File: config.mk
export PLATFORM = sky130hd
export DESIGN_NAME = uef_ctrl
export DESIGN_NICKNAME = d
export VERILOG_FILES = /design/src/hw/uef_pkg.sv /design/src/hw/uef_char_match.sv /design/src/hw/uef_ctrl.sv
export SDC_FILE = /design/constraint.sdc
export NUM_CORES = 1
export LEC_CHECK = 0
export ABC_AREA = 1
export BUFFER_PORTS_ARGS = -buffer_cell sky130_fd_sc_hd__buf_2
export CORE_MARGIN = 2
export CORE_UTILIZATION = 45
export CTS_CLUSTER_DIAMETER = 40
export CTS_CLUSTER_SIZE = 20
export DETAILED_ROUTE_END_ITERATION = 10
export PLACE_DENSITY = 0.69
export SYNTH_ARGS = -nofsm -noshare
export SYNTH_HDL_FRONTEND = slang
export SYNTH_SLANG_ARGS = --single-unit
File: constraint.sdc
create_clock -name clk -period 3.69 [get_ports clk]
set_input_delay 0.369 -clock clk [delete_from_list [all_inputs] [get_ports clk]]
set_output_delay 0.369 -clock clk [all_outputs]
set_load 0.01 [all_outputs]
File: src/hw/uef_pkg.sv
// Constants, register map and carriers for the enhanced flow/feature block.
// Assumes one AHB-Lite slave port; FIFO counts and character events come
// from the rest of the UART channel on the same clock.
// Function
// - Trigger write goes to rx or tx
// - Fill count only at line_control 0xbf
// - Two-bit hysteresis field, reset zero
// - Ir receive inversion selects idle polarity
// - Plain mode: interrupt when holding empties
// - Direction mode: rts high one bit after
// - Rts low on fifo write; inversion bit
// - Trigger table select A to D
// - Scratchpad swap: level read, mode write
// - Transmit software flow selection
// - Receive comparison selection, either or both
// - Dual modes use two-character sequences
// - Enhanced enable gates extended bit writes
// - Extended bits clear on reset
// - Special character matches pause_char_second
// - Second-pair compare: special match not stored
// - Auto rts follows trigger and hysteresis
// - Auto cts halts and resumes transmit
// - Current character finishes before halt
// - Direction rts low in transmit default
package uef_pkg;
  localparam logic [7:0] UEF_ENH_LCR = 8'hbf;
  // Register byte addresses
  localparam logic [7:0] UEF_A_LINE = 8'h00;
  localparam logic [7:0] UEF_A_FEAT = 8'h04;
  localparam logic [7:0] UEF_A_EFC = 8'h08;
  localparam logic [7:0] UEF_A_TRIG = 8'h0c;
  localparam logic [7:0] UEF_A_FILL = 8'h10;
  localparam logic [7:0] UEF_A_REV = 8'h14;
  localparam logic [7:0] UEF_A_SCR = 8'h18;
  localparam logic [7:0] UEF_A_EXT = 8'h1c;
  localparam logic [7:0] UEF_A_DIV = 8'h20;
  localparam logic [7:0] UEF_A_CHR = 8'h24;
  localparam logic [7:0] UEF_A_STAT = 8'h28;
  // Reset values
  localparam logic [7:0] UEF_RST_ZERO = 8'h00;
  localparam logic [7:0] UEF_RST_SCR = 8'hff;
  localparam logic [7:0] UEF_RST_EMS = 8'h80;
  // Arbitrary revision value
  localparam logic [7:0] UEF_REV_DEFAULT = 8'h5a;
  // Bit positions
  localparam int UEF_FC_IRINV = 2;
  localparam int UEF_FC_DIR = 3;
  localparam int UEF_FC_SWAP = 6;
  localparam int UEF_FC_TSEL = 7;
  localparam int UEF_EF_ENH = 4;
  localparam int UEF_EF_SPEC = 5;
  localparam int UEF_EF_ARTS = 6;
  localparam int UEF_EF_ACTS = 7;
  localparam int UEF_EM_INV = 3;
  localparam int UEF_MC_RTS = 1;
  localparam logic [1:0] UEF_TBL_D = 2'b11;

  typedef struct packed {
    logic [7:0] resume_first;
    logic [7:0] resume_second;
    logic [7:0] pause_first;
    logic [7:0] pause_second;
  } uef_chars_t;

  typedef struct packed {
    logic [3:0] ier_hi;
    logic [1:0] isr_hi;
    logic [1:0] fcr_hi;
    logic [2:0] mcr_hi;
    logic [7:0] fraction;
  } uef_ext_t;

  typedef struct packed {
    logic [7:0] rx_trig;
    logic [7:0] tx_trig;
    logic [1:0] table_sel;
    logic [1:0] hyst;
    logic [1:0] tx_flow;
    logic [1:0] rx_cmp;
    logic tx_dual;
    logic rx_either;
    logic rx_both;
  } uef_cfg_t;
endpackage

File: src/hw/uef_char_match.sv
// Compares received characters with the flow-control characters.
// Assumes rx_valid is a one-cycle strobe on clk with rx_char stable.
`timescale 1ns/100ps
module uef_char_match
(
  // Clock and reset
  input wire logic clk,
  input wire logic resetn,
  // Configuration
  input wire uef_pkg::uef_chars_t chars,
  input wire logic [1:0] rx_cmp,
  input wire logic rx_both,
  input wire logic spec_en,
  // Received character
  input wire logic rx_valid,
  input wire logic [7:0] rx_char,
  // Results, one-cycle pulses with rx_valid
  output logic resume_hit,
  output logic pause_hit,
  output logic spec_hit,
  output logic drop_char
);
  import uef_pkg::*;
  logic prev_resume1;
  logic prev_pause1;
  logic r1, r2, p1, p2;

  assign r1 = rx_char == chars.resume_first;
  assign r2 = rx_char == chars.resume_second;
  assign p1 = rx_char == chars.pause_first;
  assign p2 = rx_char == chars.pause_second;

  // Sequence memory for dual-character comparison
  always_ff @(posedge clk)
  begin
    if (!resetn)
    begin
      prev_resume1 <= 1'b0;
      prev_pause1 <= 1'b0;
    end
    else if (rx_valid)
    begin
      prev_resume1 <= r1;
      prev_pause1 <= p1;
    end
  end

  always_comb
  begin
    resume_hit = 1'b0;
    pause_hit = 1'b0;
    if (rx_valid)
    begin
      case (rx_cmp)
        2'b10:
        begin
          resume_hit = r1;
          pause_hit = p1;
        end
        2'b01:
        begin
          resume_hit = r2;
          pause_hit = p2;
        end
        2'b11:
        begin
          if (rx_both)
          begin
            resume_hit = prev_resume1 && r2;
            pause_hit = prev_pause1 && p2;
          end
          else
          begin
            resume_hit = r1 || r2;
            pause_hit = p1 || p2;
          end
        end
        default:
        begin
          resume_hit = 1'b0;
          pause_hit = 1'b0;
        end
      endcase
    end
  end

  assign spec_hit = rx_valid && spec_en && p2;
  assign drop_char = spec_hit && rx_cmp == 2'b01;
endmodule

File: src/hw/uef_ctrl.sv
// Enhanced feature and flow control registers of one UART channel.
// Assumes the channel core supplies FIFO counts, transmitter state and
// a one-cycle strobe per received character, all on clk.
`timescale 1ns/100ps
module uef_ctrl
#(
  parameter int BIT_CYCLES = 16,
  parameter logic [7:0] REVISION = uef_pkg::UEF_REV_DEFAULT
)
(
  // Clock and reset
  input wire logic clk,
  input wire logic resetn,
  // AHB-Lite slave
  input wire logic hsel,
  input wire logic [31:0] haddr,
  input wire logic [1:0] htrans,
  input wire logic hwrite,
  input wire logic [2:0] hsize,
  input wire logic [31:0] hwdata,
  input wire logic hready,
  output logic [31:0] hrdata,
  output logic hreadyout,
  output logic hresp,
  // Channel core status
  input wire logic [7:0] rx_count,
  input wire logic [7:0] tx_count,
  input wire logic thr_empty,
  input wire logic tsr_empty,
  input wire logic tx_char_busy,
  input wire logic tx_push,
  input wire logic rx_valid,
  input wire logic [7:0] rx_char,
  input wire logic [7:0] rx_upper,
  input wire logic [7:0] rx_lower,
  // Serial pins
  input wire logic rx_pin,
  input wire logic cts_n_pin,
  output logic rts_n,
  output logic rx_data,
  // Results to the channel core
  output uef_pkg::uef_cfg_t cfg,
  output uef_pkg::uef_ext_t ext,
  output logic tx_halt,
  output logic tx_irq,
  output logic rx_trig_irq,
  output logic rx_store,
  output logic pause_irq,
  output logic spec_irq,
  output logic remote_paused
);
  import uef_pkg::*;

  // Bit timer is 16 bits wide and must count at least one cycle
  if (BIT_CYCLES < 1 || BIT_CYCLES > 65535)
  begin : g_bit_cycles_bad
    $error("BIT_CYCLES out of range");
  end

  logic [7:0] line_control;
  logic [7:0] feature_control;
  logic [7:0] enhanced_feature_control;
  logic [7:0] modem_control;
  logic [7:0] scratch;
  logic [7:0] enhanced_mode_select;
  logic [15:0] divisor;
  uef_chars_t chars;
  uef_ext_t ext_q;
  logic [7:0] rx_trig;
  logic [7:0] tx_trig;
  logic spec_seen;
  logic wr_pend;
  logic [7:0] wr_addr;
  logic wr_enh;
  logic rd_enh;
  logic [7:0] rd_addr;
  logic [7:0] wdat;
  logic [31:0] next_rdata;
  logic rx_s1, rx_s2, cts_s1, cts_s2;

  ////////////////////////////////////////////////////////////////////////////
  // Bus: zero-wait slave, writes land at the data phase
  wire access = hsel && hready && htrans[1];

  always_ff @(posedge clk)
  begin
    if (!resetn)
    begin
      wr_pend <= 1'b0;
      wr_addr <= 8'h00;
      wr_enh <= 1'b0;
    end
    else
    begin
      wr_pend <= access && hwrite;
      wr_addr <= haddr[7:0];
      wr_enh <= line_control == UEF_ENH_LCR;
    end
  end

  assign wdat = hwdata[7:0];
  assign rd_addr = haddr[7:0];
  assign rd_enh = line_control == UEF_ENH_LCR;
  wire do_wr = wr_pend;
  wire ext_open = enhanced_feature_control[UEF_EF_ENH];

  ////////////////////////////////////////////////////////////////////////////
  // Plain control registers
  always_ff @(posedge clk)
  begin
    if (!resetn)
    begin
      line_control <= UEF_RST_ZERO;
      divisor <= 16'h0001;
      chars <= '0;
    end
    else if (do_wr)
    begin
      if (wr_addr == UEF_A_LINE)
        line_control <= wdat;
      if (wr_addr == UEF_A_DIV)
        divisor <= hwdata[15:0];
      if (wr_addr == UEF_A_CHR)
        chars <= hwdata;
    end
  end

  // Enhanced-only registers reachable while line_control is 0xbf
  always_ff @(posedge clk)
  begin
    if (!resetn)
    begin
      feature_control <= UEF_RST_ZERO;
      enhanced_feature_control <= UEF_RST_ZERO;
    end
    else if (do_wr && wr_enh)
    begin
      if (wr_addr == UEF_A_FEAT)
        feature_control <= wdat;
      if (wr_addr == UEF_A_EFC)
        enhanced_feature_control <= wdat;
    end
  end

  // Trigger levels; only used with table D
  always_ff @(posedge clk)
  begin
    if (!resetn)
    begin
      rx_trig <= UEF_RST_ZERO;
      tx_trig <= UEF_RST_ZERO;
    end
    else if (do_wr && wr_enh && wr_addr == UEF_A_TRIG)
    begin
      if (feature_control[UEF_FC_TSEL])
        tx_trig <= wdat;
      else
        rx_trig <= wdat;
    end
  end

  // Scratchpad and its swapped write target
  always_ff @(posedge clk)
  begin
    if (!resetn)
    begin
      scratch <= UEF_RST_SCR;
      enhanced_mode_select <= UEF_RST_EMS;
    end
    else if (do_wr && wr_addr == UEF_A_SCR)
    begin
      if (feature_control[UEF_FC_SWAP])
        enhanced_mode_select <= wdat;
      else
        scratch <= wdat;
    end
  end

  // Extended bits: writable only while enhanced enable is set
  always_ff @(posedge clk)
  begin
    if (!resetn)
    begin
      ext_q <= '0;
      modem_control <= UEF_RST_ZERO;
    end
    else if (do_wr)
    begin
      if (wr_addr == UEF_A_EXT && ext_open)
        ext_q <= {hwdata[3:0], hwdata[5:4], hwdata[7:6], hwdata[10:8],
                  hwdata[23:16]};
      if (wr_addr == UEF_A_STAT)
        modem_control[4:0] <= wdat[4:0];
      if (wr_addr == UEF_A_STAT && ext_open)
        modem_control[7:5] <= wdat[7:5];
    end
  end

  ////////////////////////////////////////////////////////////////////////////
  // Read data
  always_comb
  begin
    next_rdata = 32'h0000_0000;
    case (rd_addr)
      UEF_A_LINE: next_rdata = {24'h0, line_control};
      UEF_A_FEAT: next_rdata = rd_enh ? {24'h0, feature_control} : 32'h0;
      UEF_A_EFC:
        next_rdata = rd_enh ? {24'h0, enhanced_feature_control} : 32'h0;
      UEF_A_FILL:
        if (rd_enh)
          next_rdata = {24'h0,
                        feature_control[UEF_FC_TSEL] ? tx_count : rx_count};
      UEF_A_REV: next_rdata = {24'h0, REVISION};
      UEF_A_SCR:
        next_rdata = {24'h0, feature_control[UEF_FC_SWAP] ?
                      (enhanced_mode_select[0] ? tx_count : rx_count) :
                      scratch};
      UEF_A_EXT:
        next_rdata = {8'h0, ext_q.fraction, 5'h0, ext_q.mcr_hi,
                      ext_q.fcr_hi, ext_q.isr_hi, ext_q.ier_hi};
      UEF_A_DIV: next_rdata = {16'h0, divisor};
      UEF_A_CHR: next_rdata = chars;
      UEF_A_STAT:
        next_rdata = {22'h0, spec_seen, remote_paused, modem_control};
      default: next_rdata = 32'h0000_0000;
    endcase
  end

  always_ff @(posedge clk)
  begin
    if (!resetn)
      hrdata <= 32'h0000_0000;
    else if (access && !hwrite)
      hrdata <= next_rdata;
  end

  always_ff @(posedge clk)
  begin
    if (!resetn)
    begin
      hreadyout <= 1'b0;
      hresp <= 1'b0;
    end
    else
    begin
      hreadyout <= 1'b1;
      hresp <= 1'b0;
    end
  end

  ////////////////////////////////////////////////////////////////////////////
  // Pin synchronisers and ir receive polarity
  always_ff @(posedge clk)
  begin
    if (!resetn)
    begin
      rx_s1 <= 1'b0;
      rx_s2 <= 1'b0;
      cts_s1 <= 1'b1;
      cts_s2 <= 1'b1;
    end
    else
    begin
      rx_s1 <= rx_pin;
      rx_s2 <= rx_s1;
      cts_s1 <= cts_n_pin;
      cts_s2 <= cts_s1;
    end
  end

  always_ff @(posedge clk)
  begin
    if (!resetn)
      rx_data <= 1'b0;
    else
      rx_data <= rx_s2 ^ feature_control[UEF_FC_IRINV];
  end

  ////////////////////////////////////////////////////////////////////////////
  // Configuration to the core
  always_ff @(posedge clk)
  begin
    if (!resetn)
      cfg <= '0;
    else
    begin
      cfg.rx_trig <= rx_trig;
      cfg.tx_trig <= tx_trig;
      cfg.table_sel <= feature_control[5:4];
      cfg.hyst <= feature_control[1:0];
      cfg.tx_flow <= enhanced_feature_control[3:2];
      cfg.rx_cmp <= enhanced_feature_control[1:0];
      cfg.tx_dual <= &enhanced_feature_control[3:2];
      cfg.rx_either <= &enhanced_feature_control[1:0] &&
                       ^enhanced_feature_control[3:2];
      cfg.rx_both <= &enhanced_feature_control[1:0] &&
                     !(^enhanced_feature_control[3:2]);
    end
  end

  always_ff @(posedge clk)
  begin
    if (!resetn)
      ext <= '0;
    else
      ext <= ext_q;
  end

  ////////////////////////////////////////////////////////////////////////////
  // Receive character comparison
  logic resume_hit, pause_hit, spec_hit, drop_char;
  wire rx_both_cmp = !(^enhanced_feature_control[3:2]);

  uef_char_match u_match
  (
    .clk(clk),
    .resetn(resetn),
    .chars(chars),
    .rx_cmp(enhanced_feature_control[1:0]),
    .rx_both(rx_both_cmp),
    .spec_en(enhanced_feature_control[UEF_EF_SPEC]),
    .rx_valid(rx_valid),
    .rx_char(rx_char),
    .resume_hit(resume_hit),
    .pause_hit(pause_hit),
    .spec_hit(spec_hit),
    .drop_char(drop_char)
  );

  always_ff @(posedge clk)
  begin
    if (!resetn)
    begin
      rx_store <= 1'b0;
      pause_irq <= 1'b0;
      spec_irq <= 1'b0;
      remote_paused <= 1'b0;
    end
    else
    begin
      rx_store <= rx_valid && !drop_char;
      pause_irq <= pause_hit;
      spec_irq <= spec_hit && ext_q.ier_hi[1];
      if (pause_hit)
        remote_paused <= 1'b1;
      else if (resume_hit)
        remote_paused <= 1'b0;
    end
  end

  // Sticky special-character flag; a new hit beats the clear
  always_ff @(posedge clk)
  begin
    if (!resetn)
      spec_seen <= 1'b0;
    else if (spec_hit)
      spec_seen <= 1'b1;
    else if (do_wr && wr_addr == UEF_A_STAT && hwdata[9])
      spec_seen <= 1'b0;
  end

  ////////////////////////////////////////////////////////////////////////////
  // Transmit interrupt, direction control and cts halt
  localparam logic [15:0] BIT_CNT = 16'(BIT_CYCLES);
  logic [15:0] bit_timer;
  logic dir_tx;
  wire dir_mode = feature_control[UEF_FC_DIR];

  always_ff @(posedge clk)
  begin
    if (!resetn)
      tx_irq <= 1'b0;
    else if (dir_mode)
      tx_irq <= thr_empty && tsr_empty;
    else
      tx_irq <= thr_empty;
  end

  // Direction stays transmit until one bit time after the shifter empties
  always_ff @(posedge clk)
  begin
    if (!resetn)
    begin
      dir_tx <= 1'b0;
      bit_timer <= 16'h0000;
    end
    else if (tx_push)
    begin
      dir_tx <= 1'b1;
      bit_timer <= BIT_CNT;
    end
    else if (dir_tx && tsr_empty && thr_empty)
    begin
      if (bit_timer == 16'h0001)
        dir_tx <= 1'b0;
      bit_timer <= bit_timer - 16'h0001;
    end
    else
      bit_timer <= BIT_CNT;
  end

  // Auto rts: release at or above the upper level, reassert below the lower one
  logic rts_hold;
  always_ff @(posedge clk)
  begin
    if (!resetn)
    begin
      rts_hold <= 1'b0;
      rx_trig_irq <= 1'b0;
    end
    else
    begin
      rx_trig_irq <= enhanced_feature_control[UEF_EF_ARTS] &&
                     rx_count >= rx_upper;
      if (rx_count >= rx_upper)
        rts_hold <= 1'b1;
      else if (rx_count < rx_lower)
        rts_hold <= 1'b0;
    end
  end

  always_ff @(posedge clk)
  begin
    if (!resetn)
      rts_n <= 1'b1;
    else if (dir_mode)
      rts_n <= dir_tx ~^ enhanced_mode_select[UEF_EM_INV];
    else if (enhanced_feature_control[UEF_EF_ARTS])
      rts_n <= rts_hold || !modem_control[UEF_MC_RTS];
    else
      rts_n <= !modem_control[UEF_MC_RTS];
  end

  // Halt takes effect only between characters
  always_ff @(posedge clk)
  begin
    if (!resetn)
      tx_halt <= 1'b0;
    else if (!enhanced_feature_control[UEF_EF_ACTS])
      tx_halt <= 1'b0;
    else if (!tx_char_busy)
      tx_halt <= cts_s2;
  end
endmodule

==> out/qor_table.md <==
| Group | Parameter | Value |
|---|---|---|
| synth | Main combinational cell family by area after synthesis | simple AND/OR/NAND/NOR gates |
| hold path | Depth of the worst hold-timing path | 3 |
| pwr | Design Power | 6380 uW |
| critical path | Critical path arrival | 2.26 ns |
| floorplanning | Total Die Area | 24900 um^2 |
| synth | Gate Count Post-Synth | 1442 |
| timing | Final Hold Fails | 0 |
| synth | Flip-flop and latch count after synthesis | 248 |
| route | Vias | 9848 |
| global route | First-pass GRT wire length | 45800 um |
| clock network | Clock tree from TritonCTS | yes |
| critical path | Kind of critical path | flip-flop to flip-flop |
| route | Count of routing violations after the opening detailed-route iteration | 835 |
| layout | # fillers | 2246 |
| synth | Largest cells by area after synthesis | sky130_fd_sc_hd__dfxtp_1 47%, sky130_fd_sc_hd__nand2_1 11%, sky130_fd_sc_hd__a21oi_1 7.7% |
| synth | Number of flops mapped to enable cells by yosys | 0 |
| outcome | Status | complete, no violations |
| synth | Net Count, Synth | 1581 |
| clock network | Clock buffers created by TritonCTS | 35 |
| synth | Post-synthesis share of cell area spent on full adders, half adders and majority gates | 2.12% |
| pwr | Leakage power figure | 0.00607 uW |
| synth | Ranking of synthesized cells by instance count | 305 x sky130_fd_sc_hd__nand2_1, 248 x sky130_fd_sc_hd__dfxtp_1, 202 x sky130_fd_sc_hd__inv_1 |
| global route | Total routing usage reported by global routing | 23.2% |
| synth | Post-Synth Simple-Gate Area | 21.9% |
| clock network | Post CTS Setup Buffer Count | 0 |
| floorplanning | # IOs | 210 |
| synth | Synthesized area | 10600 um^2 |
| global route | Met2 track utilization from global routing | 37.1% |
| timing | RSZ-0062 raised after global routing | false |
| clock network | Clock insertion delay at the later pin of the skew report | 0.49 ns |
| clock network | Max clock buf depth | 3 |
| synth | Cell type with the largest total area after synthesis | sky130_fd_sc_hd__dfxtp_1 |
| timing | Worst Tran Pin Value | 1.11 ns |
| layout | Fin nets | 1741 |
| global route | GR met3 Demand/Resource | 4.16% |
| timing | Worst setup margin | 1.79 ns |
| global route | Met1 routing resource usage after global routing | 30.9% |
| synth | Proportion of synthesized area in mux cells | 0% |
| global route | Largest net degree at the start of global routing | 186 |
| clock network | Number of buffers inserted by hold repair at cts | 0 |
| hold path | Worst Hold Class | primary input to flip-flop |
| route | Vias per Instance | 5.06 |
| layout | Ant diodes | 0 |
| synth | Primary FF master, synth | sky130_fd_sc_hd__dfxtp_1 |
| critical path | Slowest stage cell on the critical path | sky130_fd_sc_hd__dfxtp_1 |
| placed design | Worst slack at placement | 1.48 ns |
| synth | Sequential fraction of the synthesis area | 46.7% |
| critical path | Reg-to-reg startpoint | wr_addr[7]$_SDFF_PN0_ |
| timing | Setup skew after layout | 0.0104 ns |
| critical path | Worst stage delay on the critical path | 0.32 ns |
| critical path | Largest fanout of any net on the critical path | 44 |
| synth | Area share of xor/xnor cells in the synthesized design | 2.06% |
| layout | Layout overhead on the synthesized area | 21.0% |
| critical path | Worst reg-to-reg setup slack | 1.79 ns |
| clock network | Clock root buffer master | sky130_fd_sc_hd__clkbuf_16 |
| run | Max-cap violation count | 0 |
| timing | # setup viols final | 0 |
| pwr | Worst supply voltage drop on vdd | 0.000274 V |
| global route | Top Usage Layer GRT | met2 |
| global route | Grt total ovfl | 0 |
| synth | Syn avg cell area | 7.37 um^2 |
| global route | Via count of the first global-routing pass | 9117 |
| route | Routed WL per cell | 15.1 um |
| timing | Final critical path time including I/O delays and setup | 1.90 ns |
| global route | Antenna violations before repair | 0 |
| critical path | Critical path capture point type | flip-flop |
| clock network | Clock transition time at the flip-flop clock pins of the worst setup and hold paths | 0.06 ns |
| timing | Maximum frequency from static timing analysis | 0.526 GHz |
| placed design | Number of I/O port buffers | 180 |
| clock network | Clock tree sinks | 248 |
| clock network | Post-cts gate resize count | 0 |
| synth | Unique cell type count in the Yosys netlist | 40 |
| layout | Proportion of layout cells with a drive suffix above 1 | 17.5% |
| placed design | Routability cong. | 0.906 |
| pwr | Power per cell area | 496 nW/um^2 |
| floorplanning | Floorplan die height | 158 um |
| route | Number of search-and-repair iterations in the first detailed-routing pass | 5 |
| critical path | Buffers plus inverters on the worst setup path | 3 |
| critical path | List of cells traversed by the critical path | nor2_2 > nand3_1 > inv_2 > nand2_1 > nor2_2 > buf_4 > inv_2 > o21ai_0 > a21oi_1 |
| timing | Total Negative Setup Slacks | 0 ns |
| floorplanning | Die X | 158 um |
| timing | Slew headroom | 25.7% |
| timing | Crit share post-route | 51.5% |
| timing | Max-slew violations | 0 |
| critical path | CP startpoint kind | flip-flop |
| clock network | Htree depth | 2 |
| synth | Area fraction in compound gates after synthesis | 16.6% |
| route | Routed wire length | 29400 um |
| critical path | Worst-case reg-to-reg path depth | 9 |
| synth | Proportion of synthesized flip-flops having asynchronous set or reset | 0% |
| hold path | Start point of the worst hold path | rx_pin |
| hold path | Endpoint with the worst hold slack | rx_s1$_SDFF_PN0_ |
| timing | Hold Slack | 0.0587 ns |
| floorplanning | Initial core utilization | 45.5% |
| critical path | Data required time at the worst endpoint | 4.05 ns |
| critical path | CP delay by family, top | buffers and inverters |
| floorplanning | Core Footprint | 23300 um^2 |
| synth | Number of warnings reported in the yosys synthesis log | 0 |
| critical path | Capture instance of the worst register-to-register path | chars[24]$_SDFFE_PN0P_ |
| placed design | Half-perimeter wire length after detailed placement | 20800 um |
| layout | Core occupancy in the finished layout | 55.1% |
| route | DRC viols | 0 |
| synth | Share of the synthesized area in the top cell type | 46.7% |
| synth | Most frequently used cell type in the post-synthesis netlist | sky130_fd_sc_hd__nand2_1 |
| route | Post-detailed-route count of antenna-violating nets | 0 |
| floorplanning | FP Rows | 56 |
## layout by cell type (no fill, tap or decap), types with 3 or more instances in the layout
cell and count:
sky130_fd_sc_hd__bufinv_16 4, sky130_fd_sc_hd__nand2_1 305, sky130_fd_sc_hd__o21ai_1 5, sky130_fd_sc_hd__a211oi_1 3, sky130_fd_sc_hd__ha_1 18, sky130_fd_sc_hd__buf_4 7
sky130_fd_sc_hd__nor3_1 8, sky130_fd_sc_hd__nand4_1 12, sky130_fd_sc_hd__nor2_4 6, sky130_fd_sc_hd__o21ai_0 137, sky130_fd_sc_hd__nor2_2 13, sky130_fd_sc_hd__o211ai_1 10
sky130_fd_sc_hd__clkinv_2 6, sky130_fd_sc_hd__nor2_1 71, sky130_fd_sc_hd__clkbuf_16 37, sky130_fd_sc_hd__buf_2 179, sky130_fd_sc_hd__o22ai_1 14, sky130_fd_sc_hd__inv_6 3
sky130_fd_sc_hd__clkbuf_1 4, sky130_fd_sc_hd__xor2_1 7, sky130_fd_sc_hd__dfxtp_1 248, sky130_fd_sc_hd__nand2_2 3, sky130_fd_sc_hd__nand3_1 103, sky130_fd_sc_hd__or2_2 4
sky130_fd_sc_hd__inv_2 9, sky130_fd_sc_hd__xnor2_1 18, sky130_fd_sc_hd__inv_1 202, sky130_fd_sc_hd__a21oi_1 164
## through the flow
| stage | std cells | cell area [um^2] |
|---|---|---|
| 2_1_floorplan | 1442 | 10600 |
| 3_3_place_gp | 1884 | 11700 |
| 3_5_place_dp | 1884 | 11700 |
| 4_1_cts | 1945 | 12900 |
| 5_1_grt | 1945 | 12900 |
| 6_report | 1945 | 12900 |
## report_power, final
group | switching, uW | internal [uW]
registers | 9.27 | 2690
logic | 203 | 104
clock network | 1210 | 2160
total | 1420 | 4960
## worst max-delay path by stage
stage,from,endpoint,slack [ns],cells past startpoint
after floorplan,bit_timer[0]$_SDFF_PP0_,bit_timer[10]$_SDFF_PP0_,2.26,8
after global placement,haddr[1],hrdata[0]$_SDFFE_PN0P_,1.55,10
after detailed placement,haddr[1],hrdata[5]$_SDFFE_PN0P_,1.48,10
after CTS,wr_addr[7]$_SDFF_PN0_,chars[24]$_SDFFE_PN0P_,1.80,9
after global routing,wr_addr[7]$_SDFF_PN0_,chars[30]$_SDFFE_PN0P_,1.57,9
final,wr_addr[7]$_SDFF_PN0_,chars[24]$_SDFFE_PN0P_,1.79,9
## cell families after synthesis
logic type      after synthesis
fa+ha+maj                    18
buf+inv                     277
xor+xnor                     25
flops                       248
simple gates                535
other cells                   1
compound gates              338
## layout make-up
class	count	area [um^2]	share of cell area [%]
well taps	319	399	3.10
repair buffers	187	968	7.53
multi-input cells	917	4540	35.3
clock inverters	18	220	1.71
inverters	213	800	6.22
flip-flops and latches	248	4960	38.6
clock buffers	43	968	7.53
## sequential cells by signal, indices dropped and copies added (netlist names), 8 cells and up
signal,flops
bit_timer,16
cfg,27
chars,32
divisor,16
enhanced_feature_control,8
ext,19
ext_q,19
feature_control,8
hrdata,32
line_control,8
modem_control,8
rx_trig,8
scratch,8
tx_trig,8
wr_addr,8
## layer usage
metal	share of wire (%)	wire, um
met1	45	13300
met2	45	13200
met3	6.7	1980
met4	3.5	1020
met5	0	0
## worst register-to-register path, delay by kind of cell, from the launching register on
kind | cells | cell delay [ns]
AO/OA/AOI/OAI | 2 | 0.37
flip-flops | 1 | 0.32
buffers and inverters | 3 | 0.65
AND/OR/NAND/NOR | 4 | 0.42
(Power assumes the default switching activity.)
